==> src/rtl/lux_pkg.sv <==
// Shared constants for the light sensor command and readout block
package lux_pkg;
  localparam logic [3:0] ADDR_UPPER = 4'h8;
  localparam logic [7:0] CMD_POWER_DOWN = 8'h8c;
  localparam logic [7:0] CMD_RESET = 8'h0c;
  localparam logic [7:0] CMD_INT_VIS = 8'h00;
  localparam logic [7:0] CMD_INT_DARK = 8'h04;
  localparam logic [7:0] CMD_INT_DIFF = 8'h08;
  localparam logic [7:0] CMD_EXT_VIS = 8'h30;
  localparam logic [7:0] CMD_EXT_DARK = 8'h34;
  localparam logic [7:0] CMD_EXT_DIFF = 8'h38;
  localparam int TEST_BIT = 7;
  localparam logic [1:0] REG_READ_LO = 2'h0;
  localparam logic [1:0] REG_READ_HI = 2'h1;
  localparam logic [1:0] REG_CNT_LO = 2'h2;
  localparam logic [1:0] REG_CNT_HI = 2'h3;
  localparam int INT_CYCLES = 32768;
  localparam int CONV_TIME_MS = 110;
  localparam int EXT_MIN_MS = 1;
  localparam int EXT_MAX_MS = 100;
  localparam int READ_WAIT_MS = 120;
  typedef enum logic [1:0] {
    SRC_VIS,
    SRC_DARK,
    SRC_DIFF
  } src_t;
endpackage

==> src/rtl/lux_conv.sv <==
// Light sensor command and readout top, with its converter model
// Behaviour
// - A command starts at once; readings update only when a conversion completes.
// - A read during conversion returns the previous completed result.
// - Command register holds until overwritten; address-only write leaves it unchanged and triggers nothing.
// - Read is address plus read bit; device drives SDA for up to 4 bytes.
// - Read order: reading low, reading high, counter low, counter high.
// - Counter bytes only in external timing; otherwise stop after two bytes.
// - Internal timing: device times each conversion itself, nominally 110 ms.
// - External timing: each timing command ends one integration and starts the next.
// - Command 0x8c powers the converter down; any later conversion command re-enables it.
// - Command 0x0c clears the conversion count and the cycle count.
// - Internal commands 0x00, 0x04, 0x08 select visible, dark, difference.
// - External commands 0x30, 0x34, 0x38 select visible, dark, difference.
// - A command with its top bit set, other than 0x8c, is stored and read back.
// - Oscillator increments a 16-bit counter, latched at each conversion end.
// - In internal timing, difference mode integrates dark first, then visible; output is visible minus dark.
// - Address is 1000 in the upper bits, lower three from select pins.
`timescale 1ns/1ps
`default_nettype none
module lux_conv import lux_pkg::*; #(
  parameter int CNT_W = 16
) (
  input wire logic sys_clk_i,
  input wire logic nrst_i,
  input wire logic osc_tick_i,
  input wire logic vis_pulse_i,
  input wire logic dark_pulse_i,
  input wire logic enable_i,
  input wire logic clear_i,
  input wire logic ext_mode_i,
  input wire logic ext_mark_i,
  input wire lux_pkg::src_t src_i,
  output logic done_o,
  output logic [CNT_W-1:0] result_o,
  output logic [CNT_W-1:0] cycles_o
);
  typedef struct packed {
    logic [CNT_W-1:0] acc;
    logic [CNT_W-1:0] osc;
    logic [CNT_W-1:0] res;
    logic [CNT_W-1:0] cyc;
    logic phase;
    logic done;
  } state_t;
  state_t q, d;
  localparam logic [CNT_W-1:0] INT_LAST = CNT_W'(INT_CYCLES - 1);
  logic end_int;
  always_comb begin
    d = q;
    d.done = 1'b0;
    end_int = ext_mode_i ? ext_mark_i : (osc_tick_i && q.osc == INT_LAST);
    if (clear_i) begin
      d.acc = '0;
      d.osc = '0;
      d.phase = 1'b0;
    end else if (enable_i) begin
      if (osc_tick_i) d.osc = q.osc + CNT_W'(1);
      // Difference mode takes dark first, counting down, then visible up;
      // external timing has no second half, so both diodes count together
      if (src_i == SRC_DIFF) begin
        if ((ext_mode_i || !q.phase) && dark_pulse_i) d.acc = d.acc - CNT_W'(1);
        if ((ext_mode_i || q.phase) && vis_pulse_i) d.acc = d.acc + CNT_W'(1);
      end else if ((src_i == SRC_VIS) ? vis_pulse_i : dark_pulse_i) begin
        d.acc = q.acc + CNT_W'(1);
      end
      if (end_int) begin
        if (src_i == SRC_DIFF && !q.phase && !ext_mode_i) begin
          d.osc = '0;
          d.phase = 1'b1;
        end else begin
          d.res = d.acc;
          // Counts this cycle's tick too, so it pairs with the reading
          d.cyc = d.osc;
          d.osc = '0;
          d.acc = '0;
          d.phase = 1'b0;
          d.done = 1'b1;
        end
      end
    end
  end
  always_ff @(posedge sys_clk_i or negedge nrst_i) begin
    if (!nrst_i) q <= '0;
    else q <= d;
  end
  res_update_a: assert property (@(posedge sys_clk_i) disable iff (!nrst_i)
    $changed(q.res) |-> q.done)
    else $error("Reading changed outside a completed conversion");
  assign done_o = q.done;
  assign result_o = q.res;
  assign cycles_o = q.cyc;
endmodule // lux_conv

module lux_sensor import lux_pkg::*; (
  input wire logic sys_clk_i,
  input wire logic nrst_i,
  input wire logic scl_i,
  input wire logic sda_i,
  input wire logic [2:0] addr_sel_i,
  input wire logic osc_tick_i,
  input wire logic vis_pulse_i,
  input wire logic dark_pulse_i,
  output logic sda_oe_o
);
  // Byte layout of the readout is fixed, so the counter width is too
  localparam int CNT_W = 16;
  localparam int BYTE_W = 8;
  function automatic logic is_ext(input logic [BYTE_W-1:0] c);
    return c == CMD_EXT_VIS || c == CMD_EXT_DARK || c == CMD_EXT_DIFF;
  endfunction
  function automatic logic is_int(input logic [BYTE_W-1:0] c);
    return c == CMD_INT_VIS || c == CMD_INT_DARK || c == CMD_INT_DIFF;
  endfunction
  function automatic logic is_test(input logic [BYTE_W-1:0] c);
    return c[TEST_BIT] && c != CMD_POWER_DOWN;
  endfunction
  function automatic src_t src_of(input logic [BYTE_W-1:0] c);
    if (c == CMD_INT_DARK || c == CMD_EXT_DARK) return SRC_DARK;
    if (c == CMD_INT_DIFF || c == CMD_EXT_DIFF) return SRC_DIFF;
    return SRC_VIS;
  endfunction
  function automatic logic [BYTE_W-1:0] pick_byte(input logic [2*CNT_W-1:0] s,
                                                   input logic [1:0] i);
    case (i)
      REG_READ_LO: return s[BYTE_W-1:0];
      REG_READ_HI: return s[CNT_W-1:BYTE_W];
      REG_CNT_LO: return s[CNT_W+BYTE_W-1:CNT_W];
      default: return s[2*CNT_W-1:CNT_W+BYTE_W];
    endcase
  endfunction
  typedef struct packed {
    logic [BYTE_W-1:0] cmd;
    logic pwr_dn;
    logic mark;
    logic clr;
    logic [1:0] idx;
    logic [2*CNT_W-1:0] snap;
    logic [BYTE_W-1:0] tx;
  } state_t;
  state_t q, d;
  logic wr_byte, rd_start, tx_next, tx_last;
  logic [BYTE_W-1:0] rx_byte;
  logic [CNT_W-1:0] result, cycles;
  always_comb begin
    d = q;
    d.mark = 1'b0;
    d.clr = 1'b0;
    if (wr_byte) begin
      d.cmd = rx_byte;
      d.pwr_dn = (rx_byte == CMD_POWER_DOWN);
      d.clr = (rx_byte == CMD_RESET);
      d.mark = is_ext(rx_byte);
    end
    // Snapshot at the read address, so low and high bytes never mix conversions
    if (rd_start) begin
      d.idx = REG_READ_LO;
      d.snap = {cycles, result};
    end else if (tx_next) begin
      d.idx = q.idx + 2'h1;
    end
    d.tx = is_test(q.cmd) ? q.cmd : pick_byte(q.snap, q.idx);
    tx_last = is_ext(q.cmd) ? (q.idx == REG_CNT_HI) : (q.idx == REG_READ_HI);
  end
  always_ff @(posedge sys_clk_i or negedge nrst_i) begin
    if (!nrst_i) begin
      q <= '0;
    end else begin
      q <= d;
    end
  end
  lux_i2c_slave i_slave (
    .sys_clk_i(sys_clk_i),
    .nrst_i(nrst_i),
    .scl_i(scl_i),
    .sda_i(sda_i),
    .dev_addr_i({ADDR_UPPER, addr_sel_i}),
    .tx_byte_i(q.tx),
    .tx_last_i(tx_last),
    .sda_oe_o(sda_oe_o),
    .wr_addr_o(),
    .wr_byte_o(wr_byte),
    .rx_byte_o(rx_byte),
    .rd_start_o(rd_start),
    .tx_next_o(tx_next)
  );
  lux_conv #(.CNT_W(CNT_W)) i_conv (
    .sys_clk_i(sys_clk_i),
    .nrst_i(nrst_i),
    .osc_tick_i(osc_tick_i),
    .vis_pulse_i(vis_pulse_i),
    .dark_pulse_i(dark_pulse_i),
    .enable_i(!q.pwr_dn && (is_ext(q.cmd) || is_int(q.cmd))),
    .clear_i(q.clr),
    .ext_mode_i(is_ext(q.cmd)),
    .ext_mark_i(q.mark),
    .src_i(src_of(q.cmd)),
    .done_o(),
    .result_o(result),
    .cycles_o(cycles)
  );
  cmd_load_a: assert property (@(posedge sys_clk_i) disable iff (!nrst_i)
    wr_byte |=> q.cmd == $past(rx_byte))
    else $error("Command byte not stored");
  cmd_hold_a: assert property (@(posedge sys_clk_i) disable iff (!nrst_i)
    !wr_byte |=> $stable(q.cmd))
    else $error("Command changed without a new byte");
  pwr_down_a: assert property (@(posedge sys_clk_i) disable iff (!nrst_i)
    wr_byte |=> q.pwr_dn == ($past(rx_byte) == CMD_POWER_DOWN))
    else $error("Power-down state does not follow the last command");
  snap_take_a: assert property (@(posedge sys_clk_i) disable iff (!nrst_i)
    rd_start |=> q.snap == $past({cycles, result}))
    else $error("Readout snapshot not taken at read start");
  int_stop_a: assert property (@(posedge sys_clk_i) disable iff (!nrst_i)
    tx_next && !is_ext(q.cmd) |-> q.idx == REG_READ_LO)
    else $error("Counter bytes offered outside external timing");
endmodule // lux_sensor
`default_nettype wire

==> src/rtl/lux_i2c_slave.sv <==
// Byte-level I2C target: address match, receive, transmit with ack
`timescale 1ns/1ps
`default_nettype none
module lux_i2c_slave (
  input wire logic sys_clk_i,
  input wire logic nrst_i,
  input wire logic scl_i,
  input wire logic sda_i,
  input wire logic [6:0] dev_addr_i,
  input wire logic [7:0] tx_byte_i,
  input wire logic tx_last_i,
  output logic sda_oe_o,
  output logic wr_addr_o,
  output logic wr_byte_o,
  output logic [7:0] rx_byte_o,
  output logic rd_start_o,
  output logic tx_next_o
);
  typedef enum logic [2:0] {
    S_IDLE,
    S_ADDR,
    S_ACK,
    S_RX,
    S_TX,
    S_TXACK
  } st_t;
  typedef struct packed {
    logic scl_p;
    logic sda_p;
    st_t st;
    logic [3:0] cnt;
    logic [7:0] sh;
    logic rd;
    logic oe;
    logic wa;
    logic wb;
    logic rs;
    logic tn;
  } state_t;
  state_t q, d;
  logic rise, fall, start, stop;
  always_comb begin
    rise = scl_i & ~q.scl_p;
    fall = ~scl_i & q.scl_p;
    start = scl_i & q.scl_p & q.sda_p & ~sda_i;
    stop = scl_i & q.scl_p & ~q.sda_p & sda_i;
    d = q;
    d.scl_p = scl_i;
    d.sda_p = sda_i;
    d.wa = 1'b0;
    d.wb = 1'b0;
    d.rs = 1'b0;
    d.tn = 1'b0;
    if (stop) begin
      d.st = S_IDLE;
      d.oe = 1'b0;
    end else if (start) begin
      d.st = S_ADDR;
      d.cnt = 4'h0;
      d.oe = 1'b0;
    end else begin
      case (q.st)
        S_IDLE: d.oe = 1'b0;
        S_ADDR, S_RX: begin
          if (rise) begin
            d.sh = {q.sh[6:0], sda_i};
            d.cnt = q.cnt + 4'h1;
          end
          if (fall && q.cnt == 4'h8) begin
            d.cnt = 4'h0;
            if (q.st == S_ADDR) begin
              if (q.sh[7:1] == dev_addr_i) begin
                d.oe = 1'b1;
                d.rd = q.sh[0];
                d.st = S_ACK;
                d.wa = ~q.sh[0];
                d.rs = q.sh[0];
              end else begin
                d.st = S_IDLE;
              end
            end else begin
              d.oe = 1'b1;
              d.st = S_ACK;
              d.wb = 1'b1;
            end
          end
        end
        S_ACK: if (fall) begin
          if (q.rd) begin
            d.st = S_TX;
            d.sh = tx_byte_i;
            d.oe = ~tx_byte_i[7];
            d.cnt = 4'h1;
          end else begin
            d.oe = 1'b0;
            d.st = S_RX;
          end
        end
        S_TX: if (fall) begin
          if (q.cnt == 4'h8) begin
            d.oe = 1'b0;
            d.st = S_TXACK;
          end else begin
            d.sh = {q.sh[6:0], 1'b0};
            d.oe = ~q.sh[6];
            d.cnt = q.cnt + 4'h1;
          end
        end
        S_TXACK: if (rise) begin
          // Master nack, or no bytes left: release SDA until stop
          if (sda_i || tx_last_i) begin
            d.st = S_IDLE;
          end else begin
            d.st = S_ACK;
            d.tn = 1'b1;
          end
        end
        default: d.st = S_IDLE;
      endcase
    end
  end
  always_ff @(posedge sys_clk_i or negedge nrst_i) begin
    if (!nrst_i) begin
      q <= '0;
      q.scl_p <= 1'b1;
      q.sda_p <= 1'b1;
    end else begin
      q <= d;
    end
  end
  rd_ack_a: assert property (@(posedge sys_clk_i) disable iff (!nrst_i)
    q.rs |-> q.st == S_ACK && q.oe)
    else $error("Read address not acknowledged");
  assign sda_oe_o = q.oe;
  assign wr_addr_o = q.wa;
  assign wr_byte_o = q.wb;
  assign rx_byte_o = q.sh;
  assign rd_start_o = q.rs;
  assign tx_next_o = q.tn;
endmodule // lux_i2c_slave
`default_nettype wire

==> config.mk <==
export PLATFORM = sky130hd
export DESIGN_NAME = lux_sensor
export DESIGN_NICKNAME = d
export VERILOG_FILES = /design/src/rtl/lux_pkg.sv /design/src/rtl/lux_conv.sv /design/src/rtl/lux_i2c_slave.sv
export SDC_FILE = /design/constraint.sdc
export NUM_CORES = 1
export LEC_CHECK = 0
export BUFFER_PORTS_ARGS = -buffer_cell sky130_fd_sc_hd__buf_2
export CAP_MARGIN = 30
export CORE_AREA = 2 2 122 124
export DETAILED_ROUTE_END_ITERATION = 8
export DIE_AREA = 0 0 124 126
export GPL_ROUTABILITY_DRIVEN = 0
export PLACE_DENSITY_LB_ADDON = 0.08
export SLEW_MARGIN = 40
export SYNTH_ARGS = -nofsm -noshare
export SYNTH_HDL_FRONTEND = slang
export SYNTH_SLANG_ARGS = --single-unit
==> constraint.sdc <==
create_clock -name sys_clk_i -period 4.45 [get_ports sys_clk_i]
set_input_delay 0.2225 -clock sys_clk_i [delete_from_list [all_inputs] [get_ports sys_clk_i]]
set_output_delay 0.2225 -clock sys_clk_i [all_outputs]
set_load 0.02 [all_outputs]
[After elaboration in Yosys (flattened, before gate mapping)]
Index checks and enable logic that the tools add are counted.
Cells by class
  muxes and demuxes: 67
  multipliers: 0
  add/sub/neg operators: 6
  magnitude comparators: 0
  eq/ne operators: 40
  reduce and logical (&&, ||, !) cells: 41
  shifts and indexed selects: 0
  bitwise operators: 18
  divide/modulo/power cells: 0
Operators with widths (number)
  $mux W16: 9
  $mux W66: 2
  $mux W32: 2
  $add A16 B1 Y16 const B: 3
  $eq A8 B6 Y1 const B: 6
  $mux W12: 3
  $pmux W12 S3: 1
  $mux W15: 2
  $ne A4 B1 Y1 const B: 6
  $pmux W8 S3: 1
  $mux W1: 23
  $mux W2: 11
  $mux W3: 7
  $eq A16 B15 Y1 const B: 1
  $eq A8 B4 Y1 const B: 2
  $sub A16 B1 Y16 const B: 1
  $pmux W3 S5: 1
  $mux W7: 2
  $logic_or A1 B1 Y1: 12
  $ne A3 B1 Y1 const B: 4
  $reduce_and A6 Y1: 2
  $not A1 Y1: 11
  $eq A8 B3 Y1 const B: 1
  $eq A8 B8 Y1 const B: 1
  33 further kinds: 58
Storage, ports and cells
  memories: 0
  output and inout port bits: 1
  register bits: 140
  bits in read-only memories: 0
  bits in latches: 0
  bits in writable memories: 0
  logic and storage cells: 194

[Longest topological paths before layout]
  word-level depth: 17
  depth in mapped cells: 14

[Cells and area by module]
From an unflattened synthesis, not the netlist that was laid out.
Unflattened totals
  cells, all modules: 907
  area, all modules: 8557.0 um2
Modules (own cells, without submodules)
  lux_conv: cells an instance 562, seq. area each 1651.6 um2, area each 4715.8 um2, instances 1
  lux_sensor: cells an instance 181, seq. area each 1326.3 um2, area each 2326.0 um2, instances 1
  lux_i2c_slave: cells an instance 164, seq. area each 578.1 um2, area each 1515.2 um2, instances 1

[Worst setup path after synthesis]
Ideal clock, no wire load.
  path kind: register to register
  start: register q[52] (netlist name)
  end: register i_conv.q, in the netlist i_conv.result_o[12]
  period minus slack after synthesis: 3.522 ns
  library setup time: 0.139 ns
  data arrival time: 3.382 ns
  required time: 4.311 ns
  cell stages (with the launch flop): 15
  path buffers: 2
  setup slack: 0.928 ns
  cell sequence: dfrtp_1 -> buf_6 -> or4_4 -> o31ai_4 -> buf_2 -> nand2_1 -> xnor2_1 -> ha_1 -> nand2_1 -> or4_1 -> nor2_1 -> a31oi_1 -> a41oi_1 -> mux2i_1 -> o311ai_1
On the way
  longest elaborated chain between the ends: 12
  elaborated cells between the ends (all ways): 41
  those cells by class: 1 x add/sub; 6 x eq/ne; 15 x mux; 1 x bitwise; 18 x reduce/logical
RTL lines
  start, declared: RTL line lux_conv.sv:141  | state_t q, d;
  start signal, assigned: RTL line lux_conv.sv:167  | q <= '0;
  start signal, assigned: RTL line lux_conv.sv:169  | q <= d;
  $eq A8 B6 Y1 (on tied branches): RTL line lux_conv.sv:110, lux_conv.sv:119
  $logic_or A1 B1 Y1 (2 in series): RTL line lux_conv.sv:110  | return c == CMD_EXT_VIS || c == CMD_EXT_DARK || c == CMD_EXT_DIFF;
  $logic_or A1 B1 Y1: RTL line lux_conv.sv:62  | if ((ext_mode_i || !q.phase) && dark_pulse_i) d.acc = d.acc - CNT_W'(1);
  $logic_and A1 B1 Y1: RTL line lux_conv.sv:62
  $mux W16: RTL line lux_conv.sv:62
  $mux W16: RTL line lux_conv.sv:61  | if (src_i == SRC_DIFF) begin
  $mux W16: RTL line lux_conv.sv:57  | end else if (enable_i) begin
  $mux W16: RTL line lux_conv.sv:53  | if (clear_i) begin
  $add A16 B1 Y16: RTL line lux_conv.sv:63  | if ((ext_mode_i || q.phase) && vis_pulse_i) d.acc = d.acc + CNT_W'(1);
  $mux W16: RTL line lux_conv.sv:63
  $mux W16: RTL line lux_conv.sv:61
  end signal, assigned: RTL line lux_conv.sv:84  | if (!nrst_i) q <= '0;
  end signal, assigned: RTL line lux_conv.sv:85  | else q <= d;
  end, declared: RTL line lux_conv.sv:46  | state_t q, d;
Several ways; a longest one is shown, not always the timed one. The select of a mux whose other input is x is not followed.
A chain may end at the register's enable or synchronous reset.

[Final worst setup path]
Same ends and word-level chain as after synthesis.

==> qor.txt <==
Worst path cell trace -> or4_4, o31ai_4, nand2_1, xnor2_1, ha_1, nand2_1, or4_1, nor2_1, a31oi_1, a41oi_1, mux2i_1, o311ai_1
Pwr Total -> 4.82 mW
Layout cells sized above 1 -> 14.2%
Root Buffer -> clkbuf_16
Pin count of the biggest net entering global routing -> 104
Required time worst endpoint -> 4740 ps
Outcome -> finished, final reports clean
Postcts setup bufs -> 0
Leak -> 3.83 nW
Crit path max fanout -> 9
Unique masters post-synth -> 84
Fill count -> 1208
Synth area leader -> dfrtp_1
Most numerous cell on the critical path -> nand2_1
Number of port buffers -> 10
Minimum clock period -> 3650 ps
Vias -> 6539
Number of synthesized flops with an enable pin -> 0
CP Class -> reg2reg
Worst-path clk slew -> 60 ps
Worst-skew pair later-pin latency -> 430 ps
Commonest cells in the netlist -> dfrtp_1 (138), nand2_1 (96), o21ai_0 (72), nor2_1 (63), mux2_2 (45)
Gr usage total -> 26.5%
Synth Register Bits -> 140
Drc violations -> 0
Die Wd -> 124 µm
H-tree depth -> 4
Die height -> 126 µm
Synth Flop Type -> dfrtp_1
Io pins -> 11
Average instance area after synthesis -> 9.40 µm²
Worst path arrival time -> 3940 ps
Antenna diodes -> 0
Slowest CP cell -> or4_4
Sequential-to-total area share from yosys stat -> 44.1%
Mapped Area -> 7960 µm²
Vias per cell -> 6.29
CTS tree -> done
Post-Synthesis Cells -> 846
TNS Setup -> 0 ps
FP Rows -> 44
Synth area leaders -> dfrtp_1 (43%), mux2_2 (6.4%), o21ai_0 (4.5%), nand2_1 (4.5%), xnor2_1 (3.2%)
Syn Nets -> 866
Max-slew violation count -> 0
YS warnings -> 0
Post-Route WL -> 19600 µm
Setup violators final -> 0
First drt pass iteration count -> 7
Core area -> 14300 µm²
CP startpoint kind -> register
Number of global-route vias before repair -> 6368
HP Class -> in2reg
Total CTS buffers -> 17
Final hold vios -> 0
Routed length per instance -> 18.9 µm
Worst-Margin Slew -> 811 ps
CP top delay family -> simple AND/OR/NAND/NOR gates
Largest stage delay on the critical path -> 580 ps
WP buf/inv -> 0
1st-iter DRT viols -> 571
Initial Utilization -> 55.6%
Slew HR -> 45.6%
Critical Path End Type -> register
TritonCTS Sinks -> 140
FMAX -> 0.274 GHz
RSZ-0062 raised after global routing -> false
Global route overflow -> 0
Post-DP HPWL -> 13500 µm
Total of max-cap violations -> 0
Die ar. -> 15600 µm²
First-pass GRT wire length -> 32400 µm
Initial antenna violation count -> 0
Top-count cell post-synth -> dfrtp_1
Post-cts gate resize count -> 0
Worst IR drop on VDD -> 0.322 mV
Synth async-reset ratio -> 100%
Period utilization -> 82.0%
Cell Pwr Density -> 547 nW/µm²
Top-area cell type share of the netlist area -> 43.4%
Synth-to-Final Area Change -> 10.7%
Clk buf depth -> 2
Final clock skew -> 9.04 ps
Final net count -> 862
Detail Route Antenna Nets -> 0
## stage by stage
step                      cell area (µm²)  hold WS (ps)  instances  setup WS [ps]  utilization (%)
final                                8810           173       1039            801             61.5
after global routing                 8810           198       1039            420             61.5
after CTS                            8780           158       1038            830             61.3
after detailed placement             8150           321       1003            871             56.9
after global placement               8140           376       1003            936             56.9
after floorplan                      7960         -73.1        846            928                -
## report_power, final
part / total (mW) / switching, mW / internal (mW)
Combinational: 1.64 / 1.06 / 0.578
Clock: 1.45 / 0.549 / 0.905
Sequential: 1.72 / 0.295 / 1.43
Total: 4.82 / 1.91 / 2.91
## flip-flops by register name (all words and copies together) (netlist names)
| signal | cells |
|---|---|
| q | 53 |
| i_conv.q | 33 |
| i_conv.cycles_o | 16 |
| i_conv.result_o | 16 |
| i_slave.q | 10 |
| i_slave.rx_byte_o | 8 |
| i_slave.rd_start_o | 1 |
| i_slave.sda_oe_o | 1 |
| i_slave.tx_next_o | 1 |
| i_slave.wr_byte_o | 1 |
## final timing paths
kind / startpoint / end / slack [ps] / cells after the start
worst max-delay path: q[52]$_DFFE_PN0P_ / i_conv.result_o[12]$_DFFE_PN0P_ / 800 / 12
worst min-delay path: osc_tick_i / i_conv.q[34]$_DFFE_PN0P_ / 170 / 3
worst max register to register: q[52]$_DFFE_PN0P_ / i_conv.result_o[12]$_DFFE_PN0P_ / 800 / 12
worst min register to register: i_conv.cycles_o[12]$_DFFE_PN0P_ / i_conv.cycles_o[12]$_DFFE_PN0P_ / 480 / 2
max in group asynchronous: nrst_i / q[37]$_DFFE_PN0P_ / 3030 / 4
min in group asynchronous: nrst_i / i_conv.q[50]$_DFFE_PN0P_ / 240 / 2
## cell families (layout without fill, tap and decap cells)
logic type	after synthesis	in the layout	synth area share, %
AND/OR/NAND/NOR	316	316	20.5
AO/OA/AOI/OAI	201	201	16.7
flip-flops	140	140	44.1
buffers and inverters	73	82	3.74
multiplexers	65	65	8.89
XOR/XNOR	40	40	4.40
adder cells (fa/ha/maj)	11	11	1.70
## routing by layer
metal | global-route usage [%] | share of wire (%) | vias up | routed length, µm
li1 | - | - | 3078 | -
met1 | 35.8 | 43 | 3201 | 8530
met2 | 42.9 | 48 | 224 | 9460
met3 | 5.71 | 6.2 | 36 | 1220
met4 | 7.60 | 2.1 | 0 | 407
met5 | 0 | 0 | - | 0
## placed cells by master (no fill, tap or decap), types with 16 or more instances in the layout
cell	Yosys	layout
dfrtp_1	138	138
nand2_1	96	96
o21ai_0	72	72
nor2_1	63	62
mux2_2	45	45
xnor2_1	29	29
nand3_1	29	28
a21oi_1	28	28
inv_1	21	21
mux2i_1	20	20
nor3_1	18	18
clkbuf_16	0	17
o31ai_1	16	16
## cell type report
| class | instances | area [µm²] | area share (%) |
|---|---|---|---|
| Clock inverter | 12 | 145 | 1.65 |
| Clock buffer | 20 | 457 | 5.18 |
| Multi-Input combinational cell | 633 | 4160 | 47.2 |
| Inverter | 21 | 78.8 | 0.895 |
| Tap cell | 184 | 230 | 2.61 |
| Timing Repair Buffer | 29 | 230 | 2.61 |
| Sequential cell | 140 | 3510 | 39.8 |
## what timing repair did
action,in CTS,in global routing
hold endpoints to repair,102,0
endpoints found under the setup margin,0,0
hold buffers,3,0
## worst reg2reg max path: cells and delay by family (launching register included)
kind	cells	cell delay (ps)
mux	1	230
flops	1	490
fa+ha+maj	1	180
compound gates	4	850
xor+xnor	1	190
simple gates	5	1580
Power figures use the tool's default switching activity.
